===== config.mk =====
export PLATFORM = sky130hd
export DESIGN_NAME = pdc_regs
export DESIGN_NICKNAME = d
export VERILOG_FILES = /design/src/pkg/pdc_pkg.sv /design/src/rtl/pdc_regs.sv
export SDC_FILE = /design/constraint.sdc
export NUM_CORES = 1
export LEC_CHECK = 0
export ABC_AREA = 0
export BUFFER_PORTS_ARGS = -buffer_cell sky130_fd_sc_hd__buf_2
export CELL_PAD_IN_SITES_DETAIL_PLACEMENT = 0
export CELL_PAD_IN_SITES_GLOBAL_PLACEMENT = 2
export CORE_MARGIN = 2
export CORE_UTILIZATION = 28
export DETAILED_ROUTE_END_ITERATION = 7
export GPL_ROUTABILITY_DRIVEN = 1
export GPL_TIMING_DRIVEN = 0
export HOLD_SLACK_MARGIN = 0.15
export PLACE_DENSITY = 0.88
export REMOVE_ABC_BUFFERS = 1
export SYNTH_ARGS = -nofsm -noshare
export SYNTH_HDL_FRONTEND = slang
export SYNTH_SLANG_ARGS = --single-unit

===== constraint.sdc =====
create_clock -name clock -period 1.1 [get_ports clock]
set_input_delay 0.11 -clock clock [delete_from_list [all_inputs] [get_ports clock]]
set_output_delay 0.11 -clock clock [all_outputs]
set_load 0.1 [all_outputs]

===== src/pkg/pdc_pkg.sv =====
package pdc_pkg;

  // ****************************************************************
  // Access port geometry
  // ****************************************************************
  localparam int DATA_W = 24;
  localparam int ADDR_W = 8;
  localparam int BLOCK_N = 10;

  // ****************************************************************
  // Register offsets
  // ****************************************************************
  localparam logic [7:0] ADDR_RANGE = 8'h72;
  localparam logic [7:0] ADDR_GLOBAL = 8'h76;
  localparam logic [7:0] ADDR_DYN = 8'h77;

  // ****************************************************************
  // Reset values and writable field masks
  // ****************************************************************
  localparam logic [23:0] RANGE_RST_WORD = 24'h0000c0;
  localparam logic [3:0] RANGE_RST = 4'hc;
  localparam logic [9:0] KEEP_RST = 10'h000;
  localparam logic [9:0] DYN_RST = 10'h000;
  localparam logic [23:0] RANGE_MASK = 24'h0000f0;
  localparam logic [23:0] GLOBAL_MASK = 24'h000b7f;
  localparam logic [23:0] DYN_MASK = 24'h00037f;
  localparam logic [9:0] BLOCK_MASK = 10'h37f;

  // ****************************************************************
  // Field positions
  // ****************************************************************
  localparam int RANGE_LSB = 4;
  localparam int RANGE_MSB = 7;
  localparam int GLOBAL_BIT = 11;
  localparam int BIT_REFERENCE = 0;
  localparam int BIT_THERMAL = 1;
  localparam int BIT_EMITTER = 2;
  localparam int BIT_FRONTEND = 3;
  localparam int BIT_FRONTEND_DAC = 4;
  localparam int BIT_AMB_CANCEL = 5;
  localparam int BIT_AMB_CONVERTER = 6;
  localparam int BIT_OSCILLATOR = 8;
  localparam int BIT_HOST_MASTER = 9;

  // ****************************************************************
  // Ambient cancellation range codes
  // ****************************************************************
  localparam logic [3:0] RANGE_20UA = 4'h0;
  localparam logic [3:0] RANGE_10UA = 4'h5;
  localparam logic [3:0] RANGE_33UA = 4'ha;
  localparam logic [3:0] RANGE_50UA = 4'hb;
  localparam logic [3:0] RANGE_100UA = 4'hc;
  localparam logic [3:0] RANGE_200UA = 4'he;

  function automatic logic pdc_range_ok(input logic [3:0] code);
    return (code == RANGE_20UA) || (code == RANGE_10UA) || (code == RANGE_33UA) ||
           (code == RANGE_50UA) || (code == RANGE_100UA) || (code == RANGE_200UA);
  endfunction

endpackage


===== src/rtl/pdc_regs.sv =====
`timescale 1ns/1ps
`default_nettype none

// Summary of operation
// [RULE_01] A 4-bit ambient cancellation range field sits at bits 7:4, resets to 12, and only codes 0, 5, 10, 11, 12 and 14 are valid.
// [RULE_02] Software writes zero to reserved fields and the device always reads them back as zero.
// [RULE_03] Bit 11 is the global sleep request: zero keeps all blocks active, one sleeps every block not kept awake.
// [RULE_04] A keep-awake bit at zero lets the global request act on its block, at one shields the block.
// [RULE_05] Bit 8 keeps the oscillator awake and bit 9 keeps the host master awake.
// [RULE_06] Bit 6 keeps the ambient converter awake.
// [RULE_07] Bit 5 keeps the ambient cancellation circuit awake.
// [RULE_08] Bit 4 keeps the front-end DAC awake and bit 3 keeps the front end awake.
// [RULE_09] Bit 2 keeps the emitter driver awake.
// [RULE_10] Bit 1 keeps the thermal sensor awake.
// [RULE_11] Bit 0 keeps the reference awake.
// [RULE_12] Each dynamic sleep bit enables dynamic sleep of its block at one, disables it at zero, in the same bit order.
// [RULE_13] Each block sleep output is high exactly when the global request is set and its keep-awake bit is clear; code lags one cycle, keeps bit 7 low.
module pdc_regs
  import pdc_pkg::*;
(
  input wire logic clock,
  input wire logic arst_n,
  input wire logic regWrEn,
  input wire logic regRdEn,
  input wire logic [ADDR_W-1:0] regAddr,
  input wire logic [DATA_W-1:0] regWdata,
  output logic [DATA_W-1:0] regRdata,
  output logic regRdValid,
  output logic [3:0] ambientCancelRange,
  output logic ambientRangeValid,
  output logic globalSleepRequest,
  output logic [BLOCK_N-1:0] keepAwake,
  output logic [BLOCK_N-1:0] blockSleep,
  output logic [BLOCK_N-1:0] dynamicSleepEn
);

  // ****************************************************************
  // Register state
  // ****************************************************************
  logic [3:0] rangeQ;
  logic rangeValidQ;
  logic globalQ;
  logic [BLOCK_N-1:0] keepQ;
  logic [BLOCK_N-1:0] dynQ;
  logic [BLOCK_N-1:0] sleepQ;
  logic [DATA_W-1:0] rdataQ;
  logic [DATA_W-1:0] rdataD;
  logic rdValidQ;
  logic wrRange;
  logic wrGlobal;
  logic wrDyn;

  assign wrRange = regWrEn && (regAddr == ADDR_RANGE);
  assign wrGlobal = regWrEn && (regAddr == ADDR_GLOBAL);
  assign wrDyn = regWrEn && (regAddr == ADDR_DYN);

  // Ambient range field
  always_ff @(posedge clock or negedge arst_n) begin
    if (!arst_n) begin
      rangeQ <= RANGE_RST; // [RULE_01]
    end else if (wrRange) begin
      rangeQ <= regWdata[RANGE_MSB:RANGE_LSB]; // [RULE_01]
    end
  end

  // Range code validity flag
  always_ff @(posedge clock or negedge arst_n) begin
    if (!arst_n) begin
      rangeValidQ <= 1'b1;
    end else begin
      rangeValidQ <= pdc_range_ok(rangeQ); // [RULE_01]
    end
  end

  // Global request and keep-awake bits
  always_ff @(posedge clock or negedge arst_n) begin
    if (!arst_n) begin
      globalQ <= 1'b0;
      keepQ <= KEEP_RST;
    end else if (wrGlobal) begin
      globalQ <= regWdata[GLOBAL_BIT]; // [RULE_03]
      keepQ <= regWdata[BLOCK_N-1:0] & BLOCK_MASK; // [RULE_04] [RULE_02]
    end
  end

  // Dynamic sleep enables
  always_ff @(posedge clock or negedge arst_n) begin
    if (!arst_n) begin
      dynQ <= DYN_RST;
    end else if (wrDyn) begin
      dynQ <= regWdata[BLOCK_N-1:0] & BLOCK_MASK; // [RULE_12] [RULE_02]
    end
  end

  // ****************************************************************
  // Block sleep outputs
  // ****************************************************************
  genvar gi;
  generate
    for (gi = 0; gi < BLOCK_N; gi++) begin : gSleep
      always_ff @(posedge clock or negedge arst_n) begin
        if (!arst_n) begin
          sleepQ[gi] <= 1'b0;
        end else begin
          sleepQ[gi] <= BLOCK_MASK[gi] && globalQ && !keepQ[gi]; // [RULE_13] [RULE_03] [RULE_04]
        end
      end
    end
  endgenerate

  // ****************************************************************
  // Read path
  // ****************************************************************
  always_comb begin
    rdataD = '0;
    unique case (regAddr)
      ADDR_RANGE: begin
        rdataD[RANGE_MSB:RANGE_LSB] = rangeQ; // [RULE_02]
      end
      ADDR_GLOBAL: begin
        rdataD[GLOBAL_BIT] = globalQ;
        rdataD[BLOCK_N-1:0] = keepQ; // [RULE_02]
      end
      ADDR_DYN: begin
        rdataD[BLOCK_N-1:0] = dynQ; // [RULE_02]
      end
      default: begin
        rdataD = '0;
      end
    endcase
  end

  always_ff @(posedge clock or negedge arst_n) begin
    if (!arst_n) begin
      rdataQ <= '0;
      rdValidQ <= 1'b0;
    end else begin
      rdValidQ <= regRdEn;
      if (regRdEn) begin
        rdataQ <= rdataD;
      end
    end
  end

  assign regRdata = rdataQ;
  assign regRdValid = rdValidQ;
  assign ambientCancelRange = rangeQ;
  assign ambientRangeValid = rangeValidQ;
  assign globalSleepRequest = globalQ;
  assign keepAwake = keepQ;
  assign blockSleep = sleepQ;
  assign dynamicSleepEn = dynQ;
endmodule

`default_nettype wire


# Yosys cells after proc, flatten, opt, wreduce, memory -nomap -nowiden

Index checks and enable logic that the tools add are counted.

Register bits: 45
Bits of input ports: 36
Output and inout port bits: 61
Word-level logic and storage cells: 55

Equal/unequal tests: 8
Multiplexer cells: 4
Reductions and logical operators: 27

Operator list:

| operator             | count |
|---|---|
| $eq A8 B7 Y1 const B | 3 |
| $eq A4 B4 Y1 const B | 4 |
| $logic_and A1 B1 Y1  | 12 |
| $pmux W4 S3          | 1 |
| $logic_not A1 Y1     | 9 |
| $pmux W4 S2          | 1 |
| $logic_or A1 B1 Y1   | 5 |
| $eq A4 B3 Y1 const B | 1 |
| $logic_not A4 Y1     | 1 |
| $pmux W2 S2          | 1 |
| $mux W1              | 1 |

# Longest topological paths before layout

Gate-level depths: netlist (run 1).

Depth in word-level cells: 6
Mapped depth: 5
Depth with buffers taken out: 3

# Worst setup path after synthesis (run 1)

No wires, ideal clock.

Kind: register -> register
Start: reg rangeQ[0] (netlist: ambientCancelRange[0])
End: reg rdataQ[4] (netlist: regRdata[4])
Library setup time: 0.067 ns
Arrival: 1.384 ns
Required time: 1.033 ns
Setup slack: -0.351 ns
Cell stages (with the launch flop): 4
Clock period less this slack: 1.451 ns
Path through: dfrtp_1 mux2i_1 o21ai_0 a22o_1

Cells in the longest elaborated chain, start to end: 1

RTL lines:

| item                   | RTL line        | text |
|---|---|---|
| from (decl)            | pdc_regs.sv:40  | `logic [3:0] rangeQ;` |
| from (signal assigned) | pdc_regs.sv:62  | `rangeQ <= regWdata[RANGE_MSB:RANGE_LSB];` |
| $pmux W4 S3            | pdc_regs.sv:116 | `unique case (regAddr)` |
| to (signal assigned)   | pdc_regs.sv:140 | `rdataQ <= rdataD;` |
| to (decl)              | pdc_regs.sv:46  | `logic [DATA_W-1:0] rdataQ;` |

No other way between the ends.
A chain may end at the register's enable or synchronous reset.

# Worst setup path after layout (run 1)

Start: reg rangeQ[2] (netlist: ambientCancelRange[2])
End: out ambientCancelRange[2]

RTL lines:

| item      | RTL line       | text |
|---|---|---|
| to (decl) | pdc_regs.sv:29 | `output logic [3:0] ambientCancelRange,` |

No word-level cell between the ends.

==> impl_metrics.yaml, run 1 <==
finish:
  design_area_mm2: 0.00300
  final_core_utilization_pct: 43.6
  drive_gt1_share_pct: 50.0
  diodes: 0
  fin_nets: 273
  fillers: 651
  syn_to_final_growth_pct: 49.8
sta:
  hold_viol_final: 33
  fmax_mhz: 870
  setup_viol: 3
  tightest_slew_ns: 1.02
  min_period_ns: 1.15
  finalMaxSlewViolations: 0
  maxSlewHeadroom_pct: 32.0
  fin_crit_sh_pct: 105
  setup_slack_ns: -0.0495
  rsz0062_at_grt: "true"
  finalClockSkew_ns: 0.00538
  holdWs_ns: -0.0106
clocking:
  clockBufferDepth: 2
  cts_tree: "done"
  hold_buffers: 12
  clkLatencyLatePin_ns: 0.29
  h-tree-depth: 2
  cts_made_buffers: 5
  clock-sinks: 45
  root_buffer: "clkbuf_8"
  clk_pin_slew_ns: 0.09
detailed_routing:
  first_iter_violations: 33
  dr.max_layer_used: "met4"
  drtPass1Iterations: 3
  antenna_left: 0
  wl_met2_um: 2350
  wl_per_cell_um: 14.3
  viasPerCell: 4.29
  vias: 1433
  wl_met3_um: 263
  drc_errors: 0
  drt-met1-wl_um: 2120
  wirelength_um: 4770
yosys:
  syn_area_mm2: 0.00200
  synth_edf_count: 0
  synth_seq_area_share_pct: 56.4
  synth_common_cells: "dfrtp_1, mux2_2, buf_4"
  syn_inst: 150
  synth_top_area_share_pct: 52.5
  async_flop_share_pct: 100
  ys.flop_type: "dfrtp_1"
  yosys_register_bits: 45
  yosys.area.top_type: "dfrtp_1"
  yosys.cell_count.top_type: "dfrtp_1"
  netlist_top_cells_area: "dfrtp_1, mux2_2, buf_4"
  ys_types: 26
  ys_warn_count: 0
  syn_area_per_cell_um2: 13.3
pwr:
  p_sw_w: 0.00151
  p_sw_share_pct: 34.2
  vdd_drop_max_v: 0.000614
  power_density_mw_per_mm2: 1470
  pwr-share-comb_pct: 26.2
  pwr-share-seq_pct: 40.5
  p_clk_share_pct: 33.3
  p_int_w: 0.00290
  power.leakage_nw: 1.54
  p_total_w: 0.00441
worst_setup_path:
  slowest_stage: "dfstp_2"
  cp_data_arrival_time_ns: 1.04
  cp.depth: 1
  required_ns: 0.99
  worstSetupEndpointType: "output pin"
  worst-path-buf-inv: 1
  cp_top_family: "flip-flops"
  reg2regPathDepth: 4
  startpoint_type: "register"
  max_stage_delay_ns: 0.57
  worstPathCellList: "buf_12"
  critical_path_class: "register to output pin"
  critPathMaxFanout: 2
die:
  die_y_um: 88.6
  die_area_mm2: 0.00784
  die_w_um: 88.6
  core_area_mm2: 0.00687
  row_count: 30
  ios: 97
  start_util_pct: 29.1
global_route:
  grt_overflow: 0
  grt_max_degree: 46
  grt_pass1_vias: 1398
  grt_pass1_wl_um: 7530
  antenna_found_initial: 0
  grt_use_total_pct: 12.9
outcome:
  violations: "hold timing, setup timing"
  status: "finished with violations"
place:
  dp_hpwl_um: 3090
  io_buffers: 67
  gp_congestion: 0.690
  dpl-instance-area_mm2: 0.00237
job:
  maxCapViolations: 0
worst_hold_path:
  hold_class: "primary input to async pin"
==> layout by cell type (no fill, tap or decap), types with 2 or more instances in the layout <==
| cell | count |
|---|---|
| dfrtp_1 | 36 |
| buf_4 | 23 |
| mux2_2 | 22 |
| buf_2 | 20 |
| buf_6 | 18 |
| conb_1 | 16 |
| dlygate4sd3_1 | 12 |
| nor2b_1 | 11 |
| mux2i_1 | 9 |
| a22o_1 | 9 |
| buf_8 | 8 |
| nor2_1 | 7 |
| dfrtp_2 | 6 |
| clkbuf_8 | 5 |
| buf_12 | 5 |
| nand3_1 | 3 |
| dfstp_2 | 3 |
| nand2_1 | 2 |
| inv_1 | 2 |
| nor3_4 | 2 |
| a41o_1 | 2 |
| nor3_1 | 2 |
| o21ai_0 | 2 |
| bufinv_16 | 2 |
==> worst reg2reg max path, stage by stage, from the launching register on <==
cell,delay [ns]
dfstp_2,0.57
buf_4,0.14
mux2i_1,0.07
o21ai_1,0.12
a22o_1,0.13
==> kinds of logic (layout without fill, tap and decap cells) <==
logic type / after synthesis / count (layout) / synth area share (%)
xor+xnor: 1 / 1 / 0.438
other cells: 1 / 16 / 0.187
simple gates: 32 / 32 / 11.4
mux: 32 / 32 / 17.4
flops: 45 / 45 / 56.4
compound gates: 16 / 16 / 6.44
buf+inv: 23 / 96 / 7.63
==> final timing paths <==
kind	from	endpoint	slack, ns
setup / recovery	ambientCancelRange[2]$_DFFE_PN1P_	ambientCancelRange[2]	-0.05
hold / removal	arst_n	dynamicSleepEn[5]$_DFFE_PN0P_	-0.01
setup reg to reg	ambientCancelRange[2]$_DFFE_PN1P_	regRdata[6]$_DFFE_PN0P_	0.02
hold reg to reg	keepAwake[0]$_DFFE_PN0P_	blockSleep[0]$_DFF_PN0_	0.50
max in group asynchronous	arst_n	globalSleepRequest$_DFFE_PN0P_	0.42
min in group clock	regRdEn	regRdata[7]$_DFFE_PN0P_	0.18
==> power groups by stage <==
stage	logic [W]	registers, W	clock network (W)
floorplan	0.000337	0.00227	0
global placement	0.000997	0.00181	0
detailed placement	0.00100	0.00181	0
CTS	0.00114	0.00178	0.00151
global route	0.00120	0.00180	0.00158
finish	0.00116	0.00179	0.00147
==> routing by layer <==
| metal | GRT usage (%) | vias to the layer above |
|---|---|---|
| met5 | 0 | - |
| met4 | 3.44 | 0 |
| met3 | 3.82 | 5 |
| met2 | 21.0 | 55 |
| met1 | 16.7 | 709 |
| li1 | - | 664 |
==> cell type report <==
type	count	area [µm²]	share of cell area (%)
multi-input combinational	97	783	26.1
tap	96	120	4.01
clock buffer	5	68.8	2.30
clock inverter	3	65.1	2.17
sequential	45	1140	37.9
inverter	2	7.51	0.250
timing repair buffer	86	816	27.2
==> per-stage QoR <==
stage	instances	setup WS, ns	TNS, ns
floorplan	144	-0.351	-8.98
global placement	307	-0.598	-14.78
detailed placement	307	-0.610	-15.23
CTS	333	-0.0714	-0.178
global route	334	-0.0900	-0.325
finish	334	-0.0495	-0.130
==> state kept, by name (all words and copies together), names as in the netlist <==
register            count
dynamicSleepEn          9
ambientCancelRange      4
blockSleep              9
keepAwake               9
regRdata               11
ambientRangeValid       1
regRdValid              1
globalSleepRequest      1
==> what timing repair did <==
action / 4_1_cts / 5_1_grt
endpoints found under the setup margin: 67 / 31
gates resized for setup: 76 / 26
pin swaps: 2 / 1
setup buffers: 6 / 1
hold endpoints to repair: 68 / 42
cloned: 0 / 0
Power figures use the tool's default switching activity.
==> inputs of run 2 (changes only) <==
- ABC_AREA: 0 -> default
- clock period: 1.1 -> 1.3 ns (I/O delays scaled with it)
==> run 2 against run 1 <==
- the flow now finishes without violations
- cell count fell by 0.60%
- count of clock-buffer cells in the layout unchanged
- critical endpoint is now ambientCancelRange[3]
- die area unchanged
- cell area fell by 8.8%
- largest power group unchanged
- sequential power fell by 16%
- utilization is 3.8 points lower
- sequential share of layout area is 3.4 points higher
- critical path type unchanged
- power fell by 18%
- first-iteration DRC count rose by 18%
- routed wire length down 6.0%
==> impl_metrics.yaml, run 2 (same netlist as run 1, synthesis figures left out) <==
die:
  core_area_mm2: 0.00687
  start_util_pct: 29.1
  die_w_um: 88.6
  row_count: 30
  ios: 97
  die_y_um: 88.6
  die_area_mm2: 0.00784
global_route:
  grt_use_met2_pct: 19.9
  grt_overflow: 0
  grt_use_total_pct: 12.4
  grt_max_degree: 46
  use_met1_pct: 16.1
  grt.busiest_layer: "met2"
  grt_pass1_vias: 1363
  grt_pass1_wl_um: 7220
  antenna_found_initial: 0
  grt_use_met3_pct: 3.73
worst_setup_path:
  worstSetupEndpointType: "output pin"
  required_ns: 1.17
  critical_path_class: "register to output pin"
  worst-path-buf-inv: 1
  cp-startpoint: "ambientCancelRange[3]$_DFFE_PN1P_"
  cp_data_arrival_time_ns: 1.13
  max_stage_delay_ns: 0.60
  startpoint_type: "register"
  cp_top_family: "flip-flops"
  r2r_start: "ambientCancelRange[2]$_DFFE_PN1P_"
  critPathMaxFanout: 5
  worstPathCellList: "buf_6"
  slowest_stage: "dfstp_2"
outcome:
  status: "completed"
finish:
  largest_reg_flops: 11
  final_common_cell: "buf_2"
  fin_nets: 271
  syn_to_final_growth_pct: 36.6
  drive_gt1_share_pct: 46.2
  final_cell_mix: "buf_2, dfrtp_1, mux2_2, conb_1, dlygate4sd3_1"
  diodes: 0
detailed_routing:
  wirelength_um: 4480
  drtPass1Iterations: 3
  vias: 1414
  antenna_left: 0
  first_iter_violations: 39
  wl_per_cell_um: 13.5
  viasPerCell: 4.26
  drc_errors: 0
clocking:
  cts_made_buffers: 5
  clockBufferDepth: 2
  hold_buffers: 14
  clock-sinks: 45
  clkLatencyLatePin_ns: 0.29
  cts_tree: "done"
  h-tree-depth: 2
  root_buffer: "clkbuf_8"
  clk_pin_slew_ns: 0.08
pwr:
  p_total_w: 0.00364
  vdd_drop_max_v: 0.000490
  p_sw_w: 0.00126
  pwr-share-comb_pct: 24.6
  p_sw_share_pct: 34.5
  power.leakage_nw: 1.49
  pwr-share-seq_pct: 41.3
  p_int_w: 0.00238
  power_density_mw_per_mm2: 1330
  p_clk_share_pct: 34.1
place:
  gp_congestion: 0.690
  io_buffers: 67
  post-place-ws_ns: -0.430
  dp_hpwl_um: 3090
sta:
  setup_viol: 0
  fmax_mhz: 793
  min_period_ns: 1.26
  finalMaxSlewViolations: 0
  tightest_slew_ns: 1.01
  finalClockSkew_ns: 0.00427
  setup_slack_ns: 0.0386
  rsz0062_at_grt: "false"
  maxSlewHeadroom_pct: 32.6
  hold_viol_final: 0
  fin_crit_sh_pct: 97.0
worst_hold_path:
  hold_class: "primary input to async pin"
job:
  maxCapViolations: 0
==> run 2: cell types whose count changed in the layout (fill, tap and decap cells not counted), moves of 5 or more <==
cell / before / now
buf_2: 20 / 51
buf_4: 23 / 6
buf_6: 18 / 2
buf_8: 8 / 1
clkbuf_4: 0 / 9
dfrtp_1: 36 / 41
dfrtp_2: 6 / 1
==> run 2: per-layer routing <==
| metal | up-vias | wire, µm | part of all wire, % |
|---|---|---|---|
| met2 | 55 | 2150 | 48 |
| met1 | 687 | 2030 | 45 |
| met3 | 5 | 265 | 5.9 |
| met5 | - | 0 | 0 |
| met4 | 0 | 36 | 0.80 |
| li1 | 667 | - | - |
==> run 2: metrics by stage <==
step	setup TNS, ns	hold WS [ns]	instance area (µm²)	instances	util, %
CTS	0	0.0299	2710	332	39.4
detailed placement	-9.10	0.315	2370	307	34.5
global route	0	0.0893	2730	332	39.8
global placement	-8.75	0.310	2370	307	34.5
floorplan	-1.03	-0.166	1910	144	-
finish	0	0.00754	2730	332	39.8
==> run 2: final cells by class <==
class	instances	area (µm²)
tap	96	120
clock buffer	5	68.8
multi-input combinational	97	776
timing repair buffer	84	566
inverter	2	7.51
clock inverter	3	65.1
sequential	45	1130
fill	678	4140
==> run 2: power by group through the flow <==
stage,Sequential [W],Combinational (W),Clock [W]
finish,0.00150,0.000894,0.00124
detailed placement,0.00153,0.000848,0
floorplan,0.00192,0.000285,0
CTS,0.00150,0.000892,0.00128
global placement,0.00153,0.000843,0
global route,0.00151,0.000933,0.00134
==> run 2: path summary, 6_finish.rpt <==
check | to | slack [ns] | depth (start not counted)
setup / recovery | ambientCancelRange[3] | 0.04 | 1
hold / removal | regRdata[2]$_DFFE_PN0P_ | 0.008 | 1
setup reg to reg | regRdata[6]$_DFFE_PN0P_ | 0.27 | 3
hold reg to reg | blockSleep[0]$_DFF_PN0_ | 0.47 | 1
max in group asynchronous | globalSleepRequest$_DFFE_PN0P_ | 0.61 | 1
min in group clock | regRdata[7]$_DFFE_PN0P_ | 0.21 | 3
==> run 2: what timing repair did <==
action                                 4_1_cts  5_1_grt
endpoints found under the hold margin       66       42
setup buffers                                3        0
setup endpoints to repair                   26       10
gates cloned                                 0        0
gates resized for setup                     11       10
pin swaps                                    2        0
==> inputs of run 3 (changes only) <==
- BUFFER_PORTS_ARGS: -buffer_cell sky130_fd_sc_hd__buf_2 -> default
- CORE_UTILIZATION: 28 -> 38
- DONT_BUFFER_PORTS: default -> 1
- PLACE_DENSITY: 0.88 -> 0.86
==> run 3 against run 2 <==
- the flow now finishes with violations (setup timing)
- largest power group unchanged
- clock power fell by 11%
- utilization rose by 6.6 points
- clock skew rose by 0.0012 ns
- routed wire length decreased by 9.4%
- cell area shrank 13%
- first-iteration DRC count down 36%
- count of clock-buffer cells in the layout rose by 1
- sequential share of layout area rose by 9.4 points
- setup slack got worse by 0.046 ns
- die area down 25%
- sequential power increased by 29%
- cell count fell by 28%
==> impl_metrics.yaml, run 3 (same netlist as run 1, synthesis figures left out) <==
global_route:
  grt_use_total_pct: 14.7
  grt_overflow: 0
  antenna_found_initial: 0
  grt_max_degree: 46
  grt_pass1_wl_um: 6710
  grt_pass1_vias: 1263
pwr:
  p_int_w: 0.00219
  p_sw_share_pct: 35.6
  power.leakage_nw: 1.08
  p_clk_share_pct: 32.2
  vdd_drop_max_v: 0.000789
  pwr-share-seq_pct: 56.9
  power_density_mw_per_mm2: 1430
  pwr-share-comb_pct: 10.9
  p_sw_w: 0.00121
detailed_routing:
  drc_errors: 0
  viasPerCell: 5.13
  wirelength_um: 4060
  vias: 1221
  wl_per_cell_um: 17.1
  antenna_left: 0
  first_iter_violations: 25
  drtPass1Iterations: 4
finish:
  diodes: 0
  syn_to_final_growth_pct: 18.5
  drive_gt1_share_pct: 48.2
  largest_reg_flops: 11
  design_area_mm2: 0.00237
  final_core_utilization_pct: 46.4
  fin_nets: 203
  final_cell_mix: "dfrtp_2, mux2_2, conb_1, dlygate4sd3_1, nor2b_1"
  final_common_cell: "dfrtp_2"
  final_cells: 238
worst_setup_path:
  critPathMaxFanout: 6
  startpoint_type: "register"
  required_ns: 1.53
  r2r_start: "ambientCancelRange[2]$_DFFE_PN1P_"
  cp-startpoint: "ambientCancelRange[2]$_DFFE_PN1P_"
  worstSetupEndpointType: "register"
  cp_data_arrival_time_ns: 1.53
  critical_path_class: "register to register"
place:
  dp_hpwl_um: 2820
  io_buffers: 0
  dpl-instance-area_mm2: 0.00200
  dp_cells: 214
  gp_congestion: 0.706
clocking:
  post-cts-setup-buffer-count: 0
  hold_buffers: 16
  clockBufferDepth: 2
  root_buffer: "clkbuf_8"
  cts_tree: "done"
  cts_made_buffers: 5
  h-tree-depth: 2
  clk_pin_slew_ns: 0.09
  clock-sinks: 45
  clkLatencyLatePin_ns: 0.29
sta:
  fin_crit_sh_pct: 101
  maxSlewHeadroom_pct: 55.0
  finalMaxSlewViolations: 0
  rsz0062_at_grt: "true"
  setup_viol: 1
  setup_slack_ns: -0.00751
  timing.setup.tns_ns: -0.00751
  fmax_mhz: 765
  finalClockSkew_ns: 0.00549
  hold_viol_final: 0
  min_period_ns: 1.31
  tightest_slew_ns: 0.674
die:
  core_area_mm2: 0.00511
  die_area_mm2: 0.00586
  start_util_pct: 39.2
  ios: 97
  die_w_um: 76.6
  die_y_um: 76.6
  row_count: 26
outcome:
  status: "finished with violations"
  violations: "setup timing"
worst_hold_path:
  min_from: "regAddr[0]"
  hold_class: "primary input to register"
job:
  maxCapViolations: 0
## run 3: cell type report
class	count	area [µm²]
Inverter	2	7.51
Tap cell	70	87.6
Clock inverter	2	37.5
Sequential cell	45	1200
Multi-Input combinational cell	97	776
Fill cell	470	2740
Clock buffer	6	82.6
Timing Repair Buffer	16	178
## run 3: layer usage
| layer | wire length, µm | GRT usage, % |
|---|---|---|
| met1 | 1600 | 17.3 |
| met2 | 2150 | 26.0 |
| met3 | 300 | 5.09 |
| met4 | 7 | 2.73 |
| met5 | 0 | 0 |
## run 3: power groups by stage
stage | registers, W | clock network, W | logic [W]
floorplan | 0.00192 | 0 | 0.000285
global placement | 0.00194 | 0 | 0.000293
detailed placement | 0.00194 | 0 | 0.000297
CTS | 0.00193 | 0.00113 | 0.000374
global route | 0.00194 | 0.00119 | 0.000394
finish | 0.00193 | 0.00110 | 0.000371
## run 3: critical path, cell delays in order (launching register included)
cell     delay [ns]
dfstp_4        0.82
mux2i_1        0.12
o21ai_1        0.16
a22o_1         0.14
## run 3: through the flow
step           hold slack, ns  power, W  setup WS [ns]
4_1_cts                0.0904   0.00344        -0.0145
6_report                0.103   0.00340       -0.00751
3_5_place_dp           -0.165   0.00224         -0.288
3_3_place_gp           -0.165   0.00223         -0.236
5_1_grt                0.0970   0.00353        -0.0625
2_1_floorplan          -0.166   0.00221         -0.151
## run 3: path summary, 6_finish.rpt
kind	cells past startpoint	to	slack, ns
worst max register to register	3	regRdata[6]$_DFFE_PN0P_	-0.008
worst max-delay path	3	regRdata[6]$_DFFE_PN0P_	-0.008
worst min-delay path	3	regRdata[5]$_DFFE_PN0P_	0.10
min in group asynchronous	2	dynamicSleepEn[4]$_DFFE_PN0P_	0.34
worst min register to register	1	blockSleep[4]$_DFF_PN0_	0.75
max in group asynchronous	2	ambientCancelRange[3]$_DFFE_PN1P_	0.70
## run 3: timing repair
action | in CTS | in global routing
endpoints found under the setup margin | 86 | 5
resized for setup | 45 | 5
hold endpoints to repair | 80 | 9
